--- config.mk ---
export PLATFORM = sky130hd
export DESIGN_NAME = bus_timeout_lockout_utility
export DESIGN_NICKNAME = d
export VERILOG_FILES = /design/src/inc/utility_pkg.sv /design/src/rtl/tick_gen.sv /design/src/rtl/bus_timeout_lockout_utility.sv
export SDC_FILE = /design/constraint.sdc
export NUM_CORES = 1
export LEC_CHECK = 0
export ABC_AREA = 0
export BUFFER_PORTS_ARGS = -buffer_cell sky130_fd_sc_hd__buf_4
export CORE_ASPECT_RATIO = 0.5
export CORE_MARGIN = 8
export CORE_UTILIZATION = 35
export CTS_CLUSTER_DIAMETER = 50
export DETAILED_ROUTE_END_ITERATION = 10
export REMOVE_ABC_BUFFERS = 1
export SYNTH_ARGS = -nofsm -noshare
export SYNTH_HDL_FRONTEND = slang
export SYNTH_HIERARCHICAL = 1
export SYNTH_SLANG_ARGS = --single-unit
--- constraint.sdc ---
create_clock -name clock -period 2.4 [get_ports clock]
set_input_delay 0.48 -clock clock [delete_from_list [all_inputs] [get_ports clock]]
set_output_delay 0.48 -clock clock [all_outputs]
set_load 0.02 [all_outputs]
--- src/inc/utility_pkg.sv ---
// Constants for the bus timeout and lockout utility register block
package utility_pkg;
    // ==========================================================
    // Register map
    localparam logic [7:0] UTIL_OFFSET = 8'h20;
    localparam int CAP_POS = 28;
    localparam int HOLD_POS = 24;
    localparam int ABORT_POS = 20;
    localparam int MAP_POS = 18;
    localparam int NARROW_POS = 17;
    localparam logic [3:0] CAP_RESET = 4'h4;
    localparam logic [3:0] HOLD_RESET = 4'h3;
    localparam logic [3:0] ABORT_RESET = 4'hF;
    localparam logic [1:0] MAP_RESET = 2'h0;
    localparam logic NARROW_RESET = 1'b0;
    localparam logic [31:0] ZERO_WORD = 32'h0000_0000;

    // ==========================================================
    // Translation modes
    typedef enum logic [1:0] {
        MAP_NONE = 2'b00,
        MAP_PAGE512 = 2'b01,
        MAP_PAGE4K = 2'b10,
        MAP_PAGE8K = 2'b11
    } map_mode_t;
    localparam int ADDR_W = 40;
    localparam int NARROW_MASK_BITS = 5;

    // ==========================================================
    // Timing
    localparam int CLOCK_PERIOD_NS = 25;
    localparam int LONG_TICK_US = 1000;
    localparam int SHORT_TICK_US = 64;
    localparam int LONG_TICK_CYCLES = LONG_TICK_US * 1000 / CLOCK_PERIOD_NS;
    localparam int SHORT_TICK_CYCLES =
        SHORT_TICK_US * 1000 / CLOCK_PERIOD_NS;

    // ==========================================================
    // Lockout state machine
    typedef enum logic [1:0] {
        LK_IDLE = 2'b00,
        LK_HOLD = 2'b01,
        LK_RELEASED = 2'b11
    } lock_state_t;
endpackage : utility_pkg

--- src/rtl/tick_gen.sv ---
// Free-running long and short timer tick divider
`timescale 1ns/1ps
module tick_gen #(
    parameter int LONG_CYCLES = utility_pkg::LONG_TICK_CYCLES,
    parameter int SHORT_CYCLES = utility_pkg::SHORT_TICK_CYCLES
) (
    // Clock and reset
    input wire logic clock,
    input wire logic sys_rst,
    // Ticks
    output logic longTick,
    output logic shortTick
);
    import utility_pkg::*;

    logic [15:0] longCnt_q, longCnt_d;
    logic [15:0] shortCnt_q, shortCnt_d;
    logic longTick_q, longTick_d;
    logic shortTick_q, shortTick_d;

    // ==========================================================
    // Dividers
    always_comb begin
        longTick_d = (longCnt_q == 16'(LONG_CYCLES - 1));
        shortTick_d = (shortCnt_q == 16'(SHORT_CYCLES - 1));
        longCnt_d = longTick_d ? 16'h0000 : longCnt_q + 16'h0001;
        shortCnt_d = shortTick_d ? 16'h0000 : shortCnt_q + 16'h0001;
    end

    always_ff @(posedge clock) begin
        if (sys_rst) begin
            longCnt_q <= 16'h0000;
            shortCnt_q <= 16'h0000;
            longTick_q <= 1'b0;
            shortTick_q <= 1'b0;
        end else begin
            longCnt_q <= longCnt_d;
            shortCnt_q <= shortCnt_d;
            longTick_q <= longTick_d;
            shortTick_q <= shortTick_d;
        end
    end

    assign longTick = longTick_q;
    assign shortTick = shortTick_q;
endmodule : tick_gen

--- src/rtl/bus_timeout_lockout_utility.sv ---
// Utility register with interlocked-read lockout and transaction timers
// Overview of operation
// - Retry cap limits interlocked reads before lockout
// - Retry cap resets to four
// - Cap zero or one means one attempt
// - Hold release time bounds lockout assertion
// - Hold value n gives n-1 to n ms
// - Abort limit times out retry and read wait
// - Short timeout enable picks 64 us steps
// - Abort value n gives n-1 to n steps
// - Abort limit resets to F
// - Map mode field selects translation mode
// - Map mode resets to no translation
// - Bit 17 enables narrow address mode
// - Register decoded at offset 0x20
// - Narrow mode zeroes top five bits, 512-byte only
// - Reserved bits read zero, writes ignored
`timescale 1ns/1ps
module bus_timeout_lockout_utility #(
    parameter int LONG_CYCLES = utility_pkg::LONG_TICK_CYCLES
) (
    // Clock and reset
    input wire logic clock,
    input wire logic sys_rst,
    // Register access
    input wire logic regSel,
    input wire logic regWr,
    input wire logic [7:0] regOffset,
    input wire logic [31:0] regWrData,
    output logic [31:0] regRdData,
    output logic regAck,
    // Control from the control status register
    input wire logic shortTimeoutEnable,
    // Interlocked read events
    input wire logic interlockedRdRetry,
    input wire logic interlockedRdDone,
    output logic bus_hold_off_n,
    // Transaction timer
    input wire logic txnStart,
    input wire logic txnEnd,
    output logic txnAbort,
    output logic transaction_expired_flag,
    input wire logic expiredFlagClear,
    // Address translation
    input wire logic [utility_pkg::ADDR_W-1:0] xlatAddrIn,
    output logic [utility_pkg::ADDR_W-1:0] xlatAddrOut,
    output utility_pkg::map_mode_t map_mode_select,
    output logic narrow_address_enable
);
    import utility_pkg::*;

    // Value 0 and 1 both mean one step
    function automatic logic [3:0] stepCount(input logic [3:0] v);
        stepCount = (v <= 4'h1) ? 4'h1 : v;
    endfunction : stepCount

    // ==========================================================
    // Tick source
    logic longTick, shortTick, abortTick;

    tick_gen #(
        .LONG_CYCLES(LONG_CYCLES),
        .SHORT_CYCLES(SHORT_TICK_CYCLES)
    ) u_tick (
        .clock(clock),
        .sys_rst(sys_rst),
        .longTick(longTick),
        .shortTick(shortTick)
    );

    assign abortTick = shortTimeoutEnable ? shortTick : longTick;

    // ==========================================================
    // Utility register
    logic [3:0] cap_q, cap_d;
    logic [3:0] hold_q, hold_d;
    logic [3:0] abortLim_q, abortLim_d;
    logic [1:0] map_q, map_d;
    logic narrow_q, narrow_d;
    logic [31:0] rd_q, rd_d;
    logic ack_q, ack_d;
    logic hit;
    logic [31:0] regWord;

    assign hit = regSel && (regOffset == UTIL_OFFSET);

    always_comb begin
        regWord = ZERO_WORD;
        regWord[CAP_POS+:4] = cap_q;
        regWord[HOLD_POS+:4] = hold_q;
        regWord[ABORT_POS+:4] = abortLim_q;
        regWord[MAP_POS+:2] = map_q;
        regWord[NARROW_POS] = narrow_q;
        cap_d = cap_q;
        hold_d = hold_q;
        abortLim_d = abortLim_q;
        map_d = map_q;
        narrow_d = narrow_q;
        rd_d = rd_q;
        ack_d = regSel;
        if (hit && regWr) begin
            cap_d = regWrData[CAP_POS+:4];
            hold_d = regWrData[HOLD_POS+:4];
            abortLim_d = regWrData[ABORT_POS+:4];
            map_d = regWrData[MAP_POS+:2];
            narrow_d = regWrData[NARROW_POS];
        end
        if (regSel && !regWr) begin
            rd_d = hit ? regWord : ZERO_WORD;
        end
    end

    always_ff @(posedge clock) begin
        if (sys_rst) begin
            cap_q <= CAP_RESET;
            hold_q <= HOLD_RESET;
            abortLim_q <= ABORT_RESET;
            map_q <= MAP_RESET;
            narrow_q <= NARROW_RESET;
            rd_q <= ZERO_WORD;
            ack_q <= 1'b0;
        end else begin
            cap_q <= cap_d;
            hold_q <= hold_d;
            abortLim_q <= abortLim_d;
            map_q <= map_d;
            narrow_q <= narrow_d;
            rd_q <= rd_d;
            ack_q <= ack_d;
        end
    end

    assign regRdData = rd_q;
    assign regAck = ack_q;
    assign map_mode_select = map_mode_t'(map_q);
    assign narrow_address_enable = narrow_q;

    // ==========================================================
    // Interlocked read lockout
    // A retry that arrives while the lock is released is not counted:
    // the line stays free until a read completes.
    lock_state_t lk_q, lk_d;
    logic [3:0] tries_q, tries_d;
    logic [3:0] holdCnt_q, holdCnt_d;
    logic holdN_q, holdN_d;

    always_comb begin
        lk_d = lk_q;
        tries_d = tries_q;
        holdCnt_d = holdCnt_q;
        case (lk_q)
            LK_IDLE: begin
                holdCnt_d = 4'h0;
                if (interlockedRdDone) begin
                    tries_d = 4'h0;
                end else if (interlockedRdRetry) begin
                    if (tries_q + 4'h1 >= stepCount(cap_q)) begin
                        lk_d = LK_HOLD;
                        tries_d = 4'h0;
                    end else begin
                        tries_d = tries_q + 4'h1;
                    end
                end
            end
            LK_HOLD: begin
                if (interlockedRdDone) begin
                    lk_d = LK_IDLE;
                end else if (longTick) begin
                    holdCnt_d = holdCnt_q + 4'h1;
                    if (holdCnt_q + 4'h1 >= stepCount(hold_q)) begin
                        lk_d = LK_RELEASED;
                    end
                end
            end
            LK_RELEASED: begin
                if (interlockedRdDone) begin
                    lk_d = LK_IDLE;
                end
            end
            default: begin
                lk_d = LK_IDLE;
            end
        endcase
        holdN_d = (lk_d != LK_HOLD);
    end

    always_ff @(posedge clock) begin
        if (sys_rst) begin
            lk_q <= LK_IDLE;
            tries_q <= 4'h0;
            holdCnt_q <= 4'h0;
            holdN_q <= 1'b1;
        end else begin
            lk_q <= lk_d;
            tries_q <= tries_d;
            holdCnt_q <= holdCnt_d;
            holdN_q <= holdN_d;
        end
    end

    assign bus_hold_off_n = holdN_q;

    // ==========================================================
    // Transaction abort timer
    logic run_q, run_d;
    logic [3:0] txCnt_q, txCnt_d;
    logic abort_q, abort_d;
    logic flag_q, flag_d;

    always_comb begin
        run_d = run_q;
        txCnt_d = txCnt_q;
        abort_d = 1'b0;
        if (txnEnd) begin
            run_d = 1'b0;
        end else if (txnStart) begin
            run_d = 1'b1;
            txCnt_d = 4'h0;
        end else if (run_q && abortTick) begin
            txCnt_d = txCnt_q + 4'h1;
            if (txCnt_q + 4'h1 >= stepCount(abortLim_q)) begin
                run_d = 1'b0;
                abort_d = 1'b1;
            end
        end
        // Set wins over clear so an expiry is never lost
        flag_d = abort_d | (flag_q & ~expiredFlagClear);
    end

    always_ff @(posedge clock) begin
        if (sys_rst) begin
            run_q <= 1'b0;
            txCnt_q <= 4'h0;
            abort_q <= 1'b0;
            flag_q <= 1'b0;
        end else begin
            run_q <= run_d;
            txCnt_q <= txCnt_d;
            abort_q <= abort_d;
            flag_q <= flag_d;
        end
    end

    assign txnAbort = abort_q;
    assign transaction_expired_flag = flag_q;

    // ==========================================================
    // Narrow address masking
    logic [ADDR_W-1:0] addr_q, addr_d;

    always_comb begin
        addr_d = xlatAddrIn;
        if (narrow_q && (map_q == MAP_PAGE512)) begin
            addr_d[ADDR_W-1 -: NARROW_MASK_BITS] = '0;
        end
    end

    always_ff @(posedge clock) begin
        if (sys_rst) begin
            addr_q <= '0;
        end else begin
            addr_q <= addr_d;
        end
    end

    assign xlatAddrOut = addr_q;
endmodule : bus_timeout_lockout_utility

==> results.sh <==
export IMPL_status="finished, final reports clean"
export IMPL_clk_latency_ns=0.41
export IMPL_drt_wl_total_um=12200
export IMPL_fin_crit_ns=2.00
export IMPL_drive_gt1_share_pct=27.9
export IMPL_fillers=1358
export IMPL_p_sw_share_pct=24.7
export IMPL_postRouteAntennaNets=0
export IMPL_tightest_slew_ns=0.747
export IMPL_met1_length_um=5830
export IMPL_grt_pass1_wl_um=19900
export IMPL_timing_fmax_mhz=500
export IMPL_cts_root_buffer="clkbuf_16"
export IMPL_yosysUniqueCellTypes=57
export IMPL_dr_wl_met3_um=1160
export IMPL_final_cell_mix="137 x buf_4, 123 x dfxtp_1, 73 x nor2_1"
export IMPL_wl_met2_um=5130
export IMPL_initial_core_util_pct=35.2
export IMPL_clkSinkCount=123
export IMPL_syn_inst=513
export IMPL_leakage_nw=2.88
export IMPL_syn2layout_area_growth_pct=33.4
export IMPL_rsz0062_at_grt="false"
export IMPL_groute_usage_overall_pct=13.4
export IMPL_max_slew_margin_pct=50.2
export IMPL_p_clk_share_pct=49.6
export IMPL_ir_worst_vdd_mv=0.391
export IMPL_period_share_pct=83.3
export IMPL_first_iter_violations=131
export IMPL_synth_area_um2=5000
export IMPL_power_density_nw_per_um2=728
export IMPL_fin_area_um2=6660
export IMPL_cts_max_level=4
export IMPL_antenna_cells=0
export IMPL_fp_dieH_um=100
export IMPL_viasPerCell=4.58
export IMPL_setup_viol=0
export IMPL_seq_area_frac_synth_pct=49.3
export IMPL_grt_antenna_before_repair=0
export IMPL_wl_per_cell_um=14.1
export IMPL_combPwrFrac_pct=6.9
export IMPL_cellInternalPower_mw=3.65
export IMPL_ctsHoldBuffers=0
export IMPL_first_pass_iters=4
export IMPL_skew_ns=0.00970
export IMPL_std_cell_rows=31
export IMPL_grt_ovfl_total=0
export IMPL_critPathArrivalTime_ns=2.32
export IMPL_synth_main_ff_cell="dfxtp_1"
export IMPL_switchingPower_mw=1.20
export IMPL_cts_tree="built"
export IMPL_end_kind="flip-flop"
export IMPL_ios=169
export IMPL_final_common_cell="buf_4"
export IMPL_synth_avg_cell_area_um2=9.74
export IMPL_slew_violations=0
export IMPL_cts_repair_resized=0
export IMPL_crit_chain="inv_1 -> a31o_2 -> ha_1 -> nand2b_4 -> a2111oi_4 -> o21ai_0 -> o211ai_1"
export IMPL_dp_hpwl_um=9300
export IMPL_max_cap_violations=0
export IMPL_numPortBuffers=134
export IMPL_crit_required_ns=2.73
export IMPL_remaining_drc_errors=0
export IMPL_crit_slowest_cell="a2111oi_4"
export IMPL_synth_edff_count=0
export IMPL_hold_viol=0
export IMPL_dp_slack_ns=0.433
export IMPL_postCtsSetupRepairBufs=0
export IMPL_fin_ws_ns=0.401
export IMPL_yosysWarnings=6
export IMPL_die_area_um2=18600
export IMPL_clk_pin_slew_ns=0.06
export IMPL_nets=760
export IMPL_core_um2=14200
export IMPL_maxUsedRoutingLayer="met4"
export IMPL_cts_inserted_buffers=17
export IMPL_grt_max_degree=38
export IMPL_dpl_cell_area_um2=6100
export IMPL_start_kind="flip-flop"
export IMPL_place_gp_congestion=0.772
export IMPL_setup_tns_ns=0
export IMPL_grt_pass1_vias=4005
export IMPL_die_w_um=185
export IMPL_critPathMaxStageDelay_ns=0.44
export IMPL_worstPathMaxFanout=4
export IMPL_hold_path_class="in2reg"
export IMPL_seq_power_share_pct=43.6
export IMPL_async_flop_share_pct=0
export IMPL_clk_path_buf_depth=2
export IMPL_crit_type="reg2reg"
export IMPL_dr_total_vias=3958
export IMPL_ys_ff_latch=123
worst paths after layout:
check,from,endpoint,slack (ns),depth (start not counted)
worst max register to register,cap_q[2]$_SDFFE_PP1P_,tries_q[2]$_SDFFE_PP0P_,0.40,7
worst min-delay path,xlatAddrIn[35],xlatAddrOut[35]$_SDFF_PP0_,0.28,2
worst min register to register,tries_q[3]$_SDFFE_PP0P_,tries_q[3]$_SDFFE_PP0P_,0.45,2
worst max-delay path,cap_q[2]$_SDFFE_PP1P_,tries_q[2]$_SDFFE_PP0P_,0.40,7
per-stage QoR:
step | total power, mW | hold WS (ns) | utilization, % | cells
2_1_floorplan | 2.29 | 0.430 | - | 497
3_3_place_gp | 2.49 | 0.441 | 43.0 | 832
3_5_place_dp | 2.49 | 0.449 | 43.0 | 832
4_1_cts | 4.92 | 0.254 | 46.9 | 864
5_1_grt | 5.05 | 0.261 | 46.9 | 864
6_report | 4.85 | 0.276 | 46.9 | 864
metal layers:
layer  GRT usage (%)  vias to the layer above
li1                -                     1999
met5               0                        -
met4            5.50                        0
met3            6.58                       10
met2            18.6                      112
met1            17.4                     1837
power groups by stage:
stage | registers (mW) | logic [mW] | clock network [mW]
after floorplan | 2.20 | 0.0933 | 0
after global placement | 2.15 | 0.331 | 0
after detailed placement | 2.16 | 0.336 | 0
after CTS | 2.11 | 0.336 | 2.48
after global routing | 2.12 | 0.362 | 2.58
final | 2.11 | 0.332 | 2.40
layout make-up:
class	instances	area [um^2]	area share, %
Clock buffer	19	453	6.80
Clock inverter	13	109	1.63
Inverter	22	82.6	1.24
Multi-Input combinational cell	352	2280	34.2
Sequential cell	123	2460	37.0
Tap cell	198	248	3.72
Timing Repair Buffer	137	1030	15.4
logic make-up after synthesis:
group	synth area share, %
xor gates and xnor gates	5.79
buffers and inverters	6.29
muxes	3.63
adders and majority gates	4.26
DFF	49.3
AOI/OAI and AO/OA	8.79
other	0.0751
and+or+nand+nor	21.9
critical path: cells and delay by family (launching register included):
family | cells | cell delay, ns
compound gates | 4 | 1.08
flops | 1 | 0.36
fa+ha+maj | 1 | 0.26
simple gates | 1 | 0.14
buf+inv | 1 | 0.08
flip-flops by register name (all words and copies together) (netlist names), 2 cells and up:
name / cells
xlatAddrOut: 40
u_tick/longCnt_q: 16
u_tick/shortCnt_q: 16
regRdData: 15
abortLim_q: 4
cap_q: 4
holdCnt_q: 4
hold_q: 4
tries_q: 4
txCnt_q: 4
lk_q: 2
map_mode_select: 2
synthesized netlist by cell type, types with 8 or more instances:
master | count | area, um^2
a22oi_1 | 15 | 113
o21ai_0 | 10 | 50.1
nand3_1 | 14 | 70.1
nand4_1 | 8 | 50.1
dfxtp_1 | 123 | 2460
a21oi_1 | 9 | 45.0
inv_1 | 21 | 78.8
nor2b_1 | 40 | 250
nor3_1 | 9 | 45.0
ha_1 | 17 | 213
mux2i_1 | 17 | 170
nand2_1 | 24 | 90.1
nor2_1 | 73 | 274
xnor2_1 | 27 | 236
nor4_1 | 11 | 68.8
buf_4 | 18 | 135
Note: power is estimated with default switching activity, not from simulation.
